File: config.mk
export PLATFORM = sky130hd
export DESIGN_NAME = pgs_top
export DESIGN_NICKNAME = d
export VERILOG_FILES = /design/src/design/pgs_pkg.sv /design/src/design/pgs_prot_if.sv /design/src/design/pgs_src_mux.sv /design/src/design/pgs_duty_adj.sv /design/src/design/pgs_top.sv
export VERILOG_INCLUDE_DIRS = /design/src /design/src/design
export SDC_FILE = /design/constraint.sdc
export NUM_CORES = 1
export LEC_CHECK = 0
export BUFFER_PORTS_ARGS = -buffer_cell sky130_fd_sc_hd__buf_4
export CAP_MARGIN = 40
export CORE_MARGIN = 1.5
export CORE_UTILIZATION = 50
export CTS_CLUSTER_DIAMETER = 80
export DETAILED_ROUTE_END_ITERATION = 10
export PLACE_DENSITY = 0.81
export SLEW_MARGIN = 0
export SYNTH_ARGS = -nofsm -noshare
export SYNTH_HDL_FRONTEND = slang
export SYNTH_SLANG_ARGS = --single-unit
File: constraint.sdc
create_clock -name pclk -period 3.5 [get_ports pclk]
set_input_delay 0.35 -clock pclk [delete_from_list [all_inputs] [get_ports pclk]]
set_output_delay 0.35 -clock pclk [all_outputs]
set_load 0.05 [all_outputs]
File: src/design/pgs_regs.svh
`ifndef PGS_REGS_SVH
`define PGS_REGS_SVH

// register byte offsets
`define PGS_OFF_STATUS   8'h00
`define PGS_OFF_PCIL     8'h04
`define PGS_OFF_DCA      8'h08
`define PGS_OFF_PER      8'h0c
`define PGS_OFF_DUTY     8'h10
`define PGS_OFF_CTRL     8'h14
`define PGS_OFF_CAPT     8'h18

// status bit positions
`define PGS_ST_CAP       5
`define PGS_ST_PEND      4
`define PGS_ST_REQ       3
`define PGS_ST_PUSH_PULL_PHASE     2
`define PGS_ST_HALF      1
`define PGS_ST_CYCLE_ACTIVE_FLAG      0

// control bit positions
`define PGS_CTRL_ALT     0

// source select field and codes
`define PGS_PSS_MSB      4
`define PGS_RSV_LO       5'h04
`define PGS_RSV_HI       5'h07

// reset values
`define PGS_RST_WORD     16'h0000
`define PGS_RST_ADJ      8'h00
`define PGS_RST_SEL      5'h00

// smallest sensible period for software
`define PGS_PER_MIN      16'h0010

`endif

File: src/design/pgs_pkg.sv
`default_nettype none
package pgs_pkg;
    typedef logic [15:0] pgs_word_t;
    typedef logic [7:0]  pgs_adj_t;
    typedef logic [4:0]  pgs_sel_t;
    typedef enum logic [2:0] {
        PGS_R_STATUS,
        PGS_R_PCIL,
        PGS_R_DCA,
        PGS_R_PER,
        PGS_R_DUTY,
        PGS_R_CTRL,
        PGS_R_CAPT,
        PGS_R_NONE
    } pgs_reg_t;
endpackage
`default_nettype wire

File: src/design/pgs_prot_if.sv
`timescale 1ns/1ps
`default_nettype none
interface pgs_prot_if;
    pgs_pkg::pgs_sel_t  sel;
    logic               use_alt;
    logic               alt_src;
    logic               active;
    pgs_pkg::pgs_word_t duty;
    pgs_pkg::pgs_adj_t  adj;
    pgs_pkg::pgs_word_t eff;
    modport ctl (output sel, output use_alt, output alt_src,
                 output duty, output adj, input active, input eff);
    modport mux (input sel, input use_alt, input alt_src,
                 output active);
    modport adj_p (input active, input duty, input adj, output eff);
endinterface
`default_nettype wire

File: src/design/pgs_src_mux.sv
`timescale 1ns/1ps
`default_nettype none
`include "pgs_regs.svh"
module pgs_src_mux (
    pgs_prot_if.mux          pif,
    input  wire logic [31:0] src_vec
);
    function automatic logic is_reserved(input logic [4:0] code);
        is_reserved = (code >= `PGS_RSV_LO) && (code <= `PGS_RSV_HI);
    endfunction

    logic [31:0] gated;
    logic        picked;

    genvar i;
    generate
        for (i = 0; i < 32; i++) begin : g_gate
            assign gated[i] = src_vec[i] & ~is_reserved(5'(i));
        end
    endgenerate

    assign picked = gated[pif.sel];
    assign pif.active = pif.use_alt ? pif.alt_src : picked;
endmodule
`default_nettype wire

File: src/design/pgs_duty_adj.sv
`timescale 1ns/1ps
`default_nettype none
module pgs_duty_adj (
    input  wire logic pclk,
    input  wire logic presetn,
    pgs_prot_if.adj_p pif
);
    logic [16:0]        sum;
    pgs_pkg::pgs_word_t eff_r;

    // saturating so a large adjust cannot wrap to a tiny duty
    assign sum = {1'b0, pif.duty} + {9'h000, pif.adj};

    always_ff @(posedge pclk or negedge presetn) begin
        if (!presetn) begin
            eff_r <= 16'h0000;
        end else if (pif.active && pif.adj != 8'h00) begin
            eff_r <= sum[16] ? 16'hffff : sum[15:0];
        end else begin
            eff_r <= pif.duty;
        end
    end
    assign pif.eff = eff_r;

    adj_sum_a: assert property (
        @(posedge pclk) disable iff (!presetn)
        (pif.active && pif.adj != 8'h00 && !sum[16])
        |=> eff_r == $past(pif.duty) + 16'($past(pif.adj)))
        else $error("adjusted duty wrong");
    adj_zero_a: assert property (
        @(posedge pclk) disable iff (!presetn)
        (!pif.active || pif.adj == 8'h00) |=> eff_r == $past(pif.duty))
        else $error("duty changed without adjust");
    adj_on_c: cover property (@(posedge pclk) disable iff (!presetn)
        pif.active && pif.adj != 8'h00);
endmodule
`default_nettype wire

File: src/design/pgs_top.sv
// Operation
// - capture sets status bit five
// - software capture request; flag blocks further
// - bit four shows pending update
// - bit three requests update, reads zero
// - bit two: push-pull second cycle
// - bit one: centre-aligned second half
// - bit zero: cycle in progress
// - code zero fixed; one to three shared, combo; four to seven reserved
// - codes eight up: inputs, pins, events
// - top codes: comparators, logic cell
// - active input adds adjust to duty
// - zero adjust disables; upper bits zero
// - compare-select bit picks gating input
`timescale 1ns/1ps
`default_nettype none
`include "pgs_regs.svh"
module pgs_top #(
    parameter int ADDR_W = 8
) (
    input  wire logic              pclk,
    input  wire logic              presetn,
    input  wire logic [ADDR_W-1:0] paddr,
    input  wire logic              psel,
    input  wire logic              penable,
    input  wire logic              pwrite,
    input  wire logic [31:0]       pwdata,
    output logic [31:0]            prdata,
    output logic                   pready,
    output logic                   pslverr,
    input  wire logic              capture_cycle_active_flag,
    input  wire logic [15:0]       time_base,
    input  wire logic              cycle_running,
    input  wire logic              push_pull_mode,
    input  wire logic              push_pull_second,
    input  wire logic              centre_mode,
    input  wire logic              centre_second,
    input  wire logic              update_applied,
    input  wire logic              shared_protect_mux,
    input  wire logic              combo_cycle_active_flag_a,
    input  wire logic              combo_cycle_active_flag_b,
    input  wire logic [10:0]       remap_pci,
    input  wire logic [3:0]        pin_pci,
    input  wire logic [3:0]        slave_evt,
    input  wire logic              master_cmp1,
    input  wire logic [2:0]        slave_cmp,
    input  wire logic              master_clc1,
    input  wire logic              alt_protect,
    output logic [15:0]            duty_effective,
    output logic [15:0]            period_value,
    output logic [15:0]            captured_time_base,
    output logic                   protect_active,
    output logic                   capture_flag,
    output logic                   update_pending
);
    if (ADDR_W < 5 || ADDR_W > 32) begin : g_bad_addr_w
        $error("ADDR_W out of range");
    end

    function automatic pgs_pkg::pgs_reg_t decode(
        input logic [ADDR_W-1:0] a);
        logic [7:0] lo;
        lo = 8'(a);
        decode = pgs_pkg::PGS_R_NONE;
        if (a == ADDR_W'(lo)) begin
            case (lo)
                `PGS_OFF_STATUS: decode = pgs_pkg::PGS_R_STATUS;
                `PGS_OFF_PCIL:   decode = pgs_pkg::PGS_R_PCIL;
                `PGS_OFF_DCA:    decode = pgs_pkg::PGS_R_DCA;
                `PGS_OFF_PER:    decode = pgs_pkg::PGS_R_PER;
                `PGS_OFF_DUTY:   decode = pgs_pkg::PGS_R_DUTY;
                `PGS_OFF_CTRL:   decode = pgs_pkg::PGS_R_CTRL;
                `PGS_OFF_CAPT:   decode = pgs_pkg::PGS_R_CAPT;
                default:         decode = pgs_pkg::PGS_R_NONE;
            endcase
        end
    endfunction

    pgs_pkg::pgs_reg_t  sel_reg;
    logic               setup;
    logic               wr;
    logic               rd_setup;
    logic               sw_cap;
    logic               cap_clr;
    logic               cap_evt;
    logic               cap_allow;
    logic               blk;
    logic [31:0]        rd_nxt;
    logic [31:0]        prdata_r;
    logic [31:0]        src_vec;
    logic [5:0]         status_v;
    logic               cap_flag_r;
    logic               pend_r;
    logic               alt_r;
    pgs_pkg::pgs_word_t capt_r;
    pgs_pkg::pgs_word_t per_r;
    pgs_pkg::pgs_word_t duty_r;
    pgs_pkg::pgs_adj_t  adj_r;
    pgs_pkg::pgs_sel_t  sel_r;

    pgs_prot_if pif ();

    // zero wait states: the read word is latched in the setup cycle
    assign sel_reg  = decode(paddr);
    assign setup    = psel & ~penable;
    assign wr       = psel & penable & pwrite;
    assign rd_setup = setup & ~pwrite;
    assign pready   = 1'b1;
    assign pslverr  = psel & penable & (sel_reg == pgs_pkg::PGS_R_NONE);

    assign sw_cap  = wr & (sel_reg == pgs_pkg::PGS_R_STATUS)
                   & pwdata[`PGS_ST_CAP];
    assign cap_clr = wr & (sel_reg == pgs_pkg::PGS_R_STATUS)
                   & ~pwdata[`PGS_ST_CAP];
    assign cap_evt = capture_cycle_active_flag | sw_cap;
    assign cap_allow = ~cap_flag_r | cap_clr;

    always_ff @(posedge pclk or negedge presetn) begin
        if (!presetn) begin
            capt_r <= `PGS_RST_WORD;
        end else if (cap_evt && cap_allow) begin
            capt_r <= time_base;
        end
    end

    always_ff @(posedge pclk or negedge presetn) begin
        if (!presetn) begin
            cap_flag_r <= 1'b0;
        end else if (cap_evt && cap_allow) begin
            cap_flag_r <= 1'b1;
        end else if (cap_clr) begin
            cap_flag_r <= 1'b0;
        end
    end

    always_ff @(posedge pclk or negedge presetn) begin
        if (!presetn) begin
            pend_r <= 1'b0;
        end else if (wr && sel_reg == pgs_pkg::PGS_R_STATUS
                     && pwdata[`PGS_ST_REQ]) begin
            pend_r <= 1'b1;
        end else if (update_applied) begin
            pend_r <= 1'b0;
        end
    end

    assign blk = pend_r;

    always_ff @(posedge pclk or negedge presetn) begin
        if (!presetn) begin
            duty_r <= `PGS_RST_WORD;
        end else if (wr && !blk && sel_reg == pgs_pkg::PGS_R_DUTY) begin
            duty_r <= pwdata[15:0];
        end
    end

    always_ff @(posedge pclk or negedge presetn) begin
        if (!presetn) begin
            per_r <= `PGS_RST_WORD;
        end else if (wr && !blk && sel_reg == pgs_pkg::PGS_R_PER) begin
            per_r <= pwdata[15:0];
        end
    end

    always_ff @(posedge pclk or negedge presetn) begin
        if (!presetn) begin
            adj_r <= `PGS_RST_ADJ;
        end else if (wr && !blk && sel_reg == pgs_pkg::PGS_R_DCA) begin
            adj_r <= pwdata[7:0];
        end
    end

    always_ff @(posedge pclk or negedge presetn) begin
        if (!presetn) begin
            sel_r <= `PGS_RST_SEL;
        end else if (wr && sel_reg == pgs_pkg::PGS_R_PCIL) begin
            sel_r <= pwdata[`PGS_PSS_MSB:0];
        end
    end

    always_ff @(posedge pclk or negedge presetn) begin
        if (!presetn) begin
            alt_r <= 1'b0;
        end else if (wr && sel_reg == pgs_pkg::PGS_R_CTRL) begin
            alt_r <= pwdata[`PGS_CTRL_ALT];
        end
    end

    always_comb begin
        status_v = 6'h00;
        status_v[`PGS_ST_CAP]   = cap_flag_r;
        status_v[`PGS_ST_PEND]  = pend_r;
        status_v[`PGS_ST_REQ]   = 1'b0;
        status_v[`PGS_ST_PUSH_PULL_PHASE] = push_pull_mode & push_pull_second;
        status_v[`PGS_ST_HALF]  = centre_mode & centre_second;
        status_v[`PGS_ST_CYCLE_ACTIVE_FLAG]  = cycle_running;
    end

    always_comb begin
        rd_nxt = 32'h0000_0000;
        case (sel_reg)
            pgs_pkg::PGS_R_STATUS: rd_nxt = {26'h0000000, status_v};
            pgs_pkg::PGS_R_PCIL:   rd_nxt = {27'h0000000, sel_r};
            pgs_pkg::PGS_R_DCA:    rd_nxt = {24'h000000, adj_r};
            pgs_pkg::PGS_R_PER:    rd_nxt = {16'h0000, per_r};
            pgs_pkg::PGS_R_DUTY:   rd_nxt = {16'h0000, duty_r};
            pgs_pkg::PGS_R_CTRL:   rd_nxt = {31'h00000000, alt_r};
            pgs_pkg::PGS_R_CAPT:   rd_nxt = {16'h0000, capt_r};
            default:               rd_nxt = 32'h0000_0000;
        endcase
    end

    always_ff @(posedge pclk or negedge presetn) begin
        if (!presetn) begin
            prdata_r <= 32'h0000_0000;
        end else if (rd_setup) begin
            prdata_r <= rd_nxt;
        end
    end
    assign prdata = prdata_r;

    assign src_vec = {master_clc1, slave_cmp, master_cmp1, slave_evt,
                      pin_pci, remap_pci, 4'h0, combo_cycle_active_flag_b,
                      combo_cycle_active_flag_a, shared_protect_mux, 1'b0};

    assign pif.sel     = sel_r;
    assign pif.use_alt = alt_r;
    assign pif.alt_src = alt_protect;
    assign pif.duty    = duty_r;
    assign pif.adj     = adj_r;

    pgs_src_mux u_mux (
        .pif     (pif),
        .src_vec (src_vec)
    );

    pgs_duty_adj u_adj (
        .pclk    (pclk),
        .presetn (presetn),
        .pif     (pif)
    );

    assign duty_effective     = pif.eff;
    assign protect_active     = pif.active;
    assign period_value       = per_r;
    assign captured_time_base = capt_r;
    assign capture_flag       = cap_flag_r;
    assign update_pending     = pend_r;

    cap_store_a: assert property (
        @(posedge pclk) disable iff (!presetn)
        (capture_cycle_active_flag && !cap_flag_r)
        |=> cap_flag_r && capt_r == $past(time_base))
        else $error("capture not stored");
    cap_block_a: assert property (
        @(posedge pclk) disable iff (!presetn)
        (cap_flag_r && !cap_clr) |=> cap_flag_r && $stable(capt_r))
        else $error("capture while flag set");
    upd_req_a: assert property (
        @(posedge pclk) disable iff (!presetn)
        (wr && sel_reg == pgs_pkg::PGS_R_STATUS && pwdata[`PGS_ST_REQ])
        |=> pend_r)
        else $error("request did not set pending");
    req_zero_a: assert property (
        @(posedge pclk) disable iff (!presetn)
        (rd_setup && sel_reg == pgs_pkg::PGS_R_STATUS)
        |=> !prdata_r[`PGS_ST_REQ]
            && prdata_r[`PGS_ST_PEND] == $past(pend_r))
        else $error("status read wrong");
    wr_block_a: assert property (
        @(posedge pclk) disable iff (!presetn)
        pend_r |=> $stable(per_r) && $stable(duty_r) && $stable(adj_r))
        else $error("data written while pending");
    push_pull_phase_gate_a: assert property (
        @(posedge pclk) disable iff (!presetn)
        (rd_setup && sel_reg == pgs_pkg::PGS_R_STATUS)
        |=> prdata_r[`PGS_ST_PUSH_PULL_PHASE]
            == $past(push_pull_mode && push_pull_second)
            && prdata_r[`PGS_ST_HALF]
            == $past(centre_mode && centre_second))
        else $error("push_pull_phase or half bit wrong");
    dca_hi_a: assert property (
        @(posedge pclk) disable iff (!presetn)
        (rd_setup && sel_reg == pgs_pkg::PGS_R_DCA)
        |=> prdata_r[31:8] == 24'h000000)
        else $error("adjust upper bits set");
    rsv_low_a: assert property (
        @(posedge pclk) disable iff (!presetn)
        (!alt_r && sel_r >= `PGS_RSV_LO && sel_r <= `PGS_RSV_HI)
        |-> !pif.active)
        else $error("reserved source not low");
    cycle_active_flag_bit_a: assert property (
        @(posedge pclk) disable iff (!presetn)
        (rd_setup && sel_reg == pgs_pkg::PGS_R_STATUS)
        |=> prdata_r[`PGS_ST_CYCLE_ACTIVE_FLAG] == $past(cycle_running))
        else $error("trigger bit wrong");
    alt_pick_a: assert property (
        @(posedge pclk) disable iff (!presetn)
        alt_r |-> pif.active == alt_protect)
        else $error("alternate input not used");
    cap_clear_a: assert property (
        @(posedge pclk) disable iff (!presetn)
        (cap_clr && !capture_cycle_active_flag) |=> !cap_flag_r)
        else $error("capture flag not cleared");

    sw_cap_c: cover property (@(posedge pclk) disable iff (!presetn)
        sw_cap && !cap_flag_r ##1 cap_flag_r);
    upd_c: cover property (@(posedge pclk) disable iff (!presetn)
        pend_r ##[1:20] update_applied);
    blk_c: cover property (@(posedge pclk) disable iff (!presetn)
        wr && blk && sel_reg == pgs_pkg::PGS_R_PER);
    cap_blk_c: cover property (@(posedge pclk) disable iff (!presetn)
        capture_cycle_active_flag && cap_flag_r);
endmodule
`default_nettype wire

==> metrics.md <==
| Metric | Value |
|---|---|
| CTS Buf Count | `9` |
| Via-per-instance ratio | `about 5.8` |
| Core ar. | `0.00973 sq mm` |
| Pwr per Cell Area | `412 mW/mm^2` |
| Count of placed standard cells including taps | `680` |
| Clock latency reported for the late side of the worst-skew pair | `about 0.37 ns` |
| Final std cells w/o fill | `between 600 and 700` |
| Number of flops mapped to enable cells by yosys | `0` |
| Final cell utilization of the core | `approximately two thirds` |
| Worst R2R Path Depth | `8` |
| Number of input and output port buffers inserted | `~150` |
| DP Area | `0.00615 sq mm` |
| Synthesis-stage register bit count | `96` |
| CP required | `approximately 3.2 ns` |
| Average wire per standard cell | `around 19 um` |
| Worst reg2reg setup slack | `0.54 ns` |
| Final routed DRC violation total | `0` |
| Relative max-transition margin | `between 60 and 70%` |
| Final setup fails | `0` |
| Max Clock Skew | `0.0131 ns` |
| Data arrival time of the worst path | `approximately 2.7 ns` |
| Clock tree from TritonCTS | `done` |
| Count of different cell masters after synthesis | `between 50 and 60` |
| Number of violations reported at the end of detailed-routing iteration 0 | `roughly 200` |
| Final worst hold slack | `0.177 ns` |
| Horizontal extent of the die | `around 100 um` |
| H-tree depth reported by CTS | `3` |
| Min cycle time layout | `just over 3 ns` |
| Die outline height | `between 100 and 150 um` |
| Total count of hold-check failures in the final report | `0` |
| Delay of the slowest cell on the worst path | `0.65 ns` |
| Synth Area per Inst | `12.1 sq um` |
| Via total after detailed routing | `just over 4000` |
| Layout Cell Area excl Fill | `0.00640 sq mm` |
| CP Class | `flop to output port` |
| Kind of path behind the tightest hold check | `input port to flop` |
| Vias in the first global route | `approximately 3800` |
| Number of antenna-violating nets in the routed design | `0` |
| Number of cells produced by synthesis | `slightly above 400` |
| Largest net degree at the start of global routing | `56` |
| Wire length of the first global-routing pass | `20.3 mm` |
| Critical Path End | `protect_active` |
| Setup repair after global routing missed its margin | `false` |
| Worst-case setup slack after placement | `~0.54 ns` |
| CP Capture Type | `output port` |
| Startpoint of the worst register-to-register path | `duty_r[0]` |
| Area of the die | `~0.011 sq mm` |
| Placer Congestion | `0.891` |
| CTS Buffer Depth | `2` |
| Final period util | `87.5%` |
| Final net count | `~660` |
| Maximum fanout encountered on the critical timing path | `11` |
| FILL cells | `roughly 760` |
| Antenna cells | `0` |
| Tot GR Track Use | `25.6%` |
| Worst r2r dst | `u_adj.pif.eff[1]` |
| Startpoint Class | `flop` |
| Layout cells sized above 1 | `around 47%` |
| First-pass iteration count of the detailed router | `7` |
| Layout-stage area growth over the synthesis result | `28.7%` |
| Critical Path Start | `pif.sel[1]` |
| Worst vdd ir | `between 0.2 and 0.25 mV` |
| Status | `completed` |
| Ys async rst share | `100%` |
| Prevailing post-synth register cell | `sky130_fd_sc_hd__dfrtp_1` |
| Number of ports placed on the die boundary | `roughly 180` |
| Total power | `around 2.6 mW` |
| Max-capacitance violation count | `0` |
| TritonCTS sink count | `96` |
| Clock Pin Slew Worst Setup and Hold Paths | `around 0.09 ns` |
| Remaining global-route overflow | `0` |
| Fmax | `approximately 330 MHz` |
| Synth Cell Area | `between 0.004 and 0.005 sq mm` |
| Yosys warns | `0` |
| Clock root buffer master | `sky130_fd_sc_hd__clkbuf_8` |
| Max-slew violations | `0` |
| Initial cell density of the core | `between 50% and 60%` |
| Total Wirelength | `around 13 mm` |
| Cell row count | `36` |
| Slew @ Worst Pin | `0.570 ns` |
| CP max stage cell | `sky130_fd_sc_hd__dfrtp_1` |
| Static power due to leakage | `between 3 and 4 nW` |
| Detailed placement HPWL | `approximately 9.9 mm` |
| Share of the yosys chip area belonging to registers | `between 40% and 50%` |
| Setup TNS | `0 ns` |
| Setup slack of the critical path after layout | `0.438 ns` |
| Number of antenna violations at the first check in global routing | `0` |
| CP cell instances | `mux4_1 -> mux2i_1 -> a32o_1 -> nor2b_1 -> buf_4` |
[cell type report]
type                            instances  area [sq um]  area share, %
Clock buffer                           10           138           2.15
Timing Repair Buffer                  156          1190           18.7
Clock inverter                          6          98.8           1.54
Tap cell                              133           166           2.60
Multi-Input combinational cell        291          2380           37.2
Sequential cell                        96          2400           37.5
Inverter                                5          18.8          0.293
[critical path: cells and delay by family, from the launching register on]
kind / cells / cell delay (ns)
flip-flops: 1 / 0.65
buffers and inverters: 1 / 0.21
AND/OR/NAND/NOR: 1 / 0.12
AO/OA/AOI/OAI: 1 / 0.54
multiplexers: 2 / 0.83
[worst min path at each step]
stage | startpoint | to | slack (ns) | depth (start not counted)
5_1_grt | update_applied | update_pending | 0.19 | 2
4_1_cts | update_applied | update_pending | 0.17 | 2
2_1_floorplan | presetn | adj_r[0] | 0.05 | 0
6_report | update_applied | update_pending | 0.18 | 2
3_3_place_gp | prdata[13] | prdata[13] | 0.51 | 2
3_5_place_dp | presetn | captured_time_base[15] | 0.34 | 1
[power by group]
group	internal [mW]	switching, mW	leakage, nW
clock network	0.435	0.413	0.117
logic	0.197	0.377	1.78
registers	1.17	0.0498	1.28
[cell usage after synthesis (7+ instances only)]
library cell               instances  area [sq um]
sky130_fd_sc_hd__a222oi_1          9          90.1
sky130_fd_sc_hd__nand2_1          22          82.6
sky130_fd_sc_hd__mux2_2           80           901
sky130_fd_sc_hd__a22oi_1          10          75.1
sky130_fd_sc_hd__a21oi_1          25           125
sky130_fd_sc_hd__mux4_2            8           180
sky130_fd_sc_hd__ha_1              8           100
sky130_fd_sc_hd__mux2i_1           7          70.1
sky130_fd_sc_hd__clkbuf_1          7          26.3
sky130_fd_sc_hd__dfrtp_1          96          2400
sky130_fd_sc_hd__buf_4            19           143
sky130_fd_sc_hd__nand3_1          10          50.1
sky130_fd_sc_hd__nor2_1           26          97.6
[per-layer routing]
metal / vias to the layer above / global-route usage, % / part of all wire, %
met3: 26 / 3.93 / 7.3
li1: 1797 / - / -
met1: 2005 / 34.1 / 40
met5: - / 0 / 0
met4: 0 / 8.64 / 2.3
met2: 197 / 42.9 / 50
[timing repair]
item,CTS,global route
resized for setup,0,0
setup buffers,0,0
endpoints found under the hold margin,33,0
hold buffers,1,0
[cells in the final DEF (no fill, tap or decap), drive strengths merged, types with 7 or more instances in the layout]
cell and count:
a21oi 25, a222oi 9, a22oi 10, buf 155, clkbuf 10, conb 17
dfrtp 96, ha 8, inv 8, mux2 80, mux2i 7, mux4 9
nand2 23, nand3 10, nor2 27
[kinds of logic (layout without fill, tap and decap cells)]
kind of cell | after synthesis | count (layout) | synth area share (%)
multiplexers | 96 | 96 | 23.7
flip-flops | 96 | 96 | 48.3
AND/OR/NAND/NOR | 92 | 92 | 9.29
AO/OA/AOI/OAI | 71 | 71 | 10.1
buffers and inverters | 40 | 177 | 5.01
adder cells (fa/ha/maj) | 9 | 9 | 2.42
XOR/XNOR | 6 | 6 | 1.06
other | 2 | 17 | 0.151
Power figures use the tool's default switching activity.
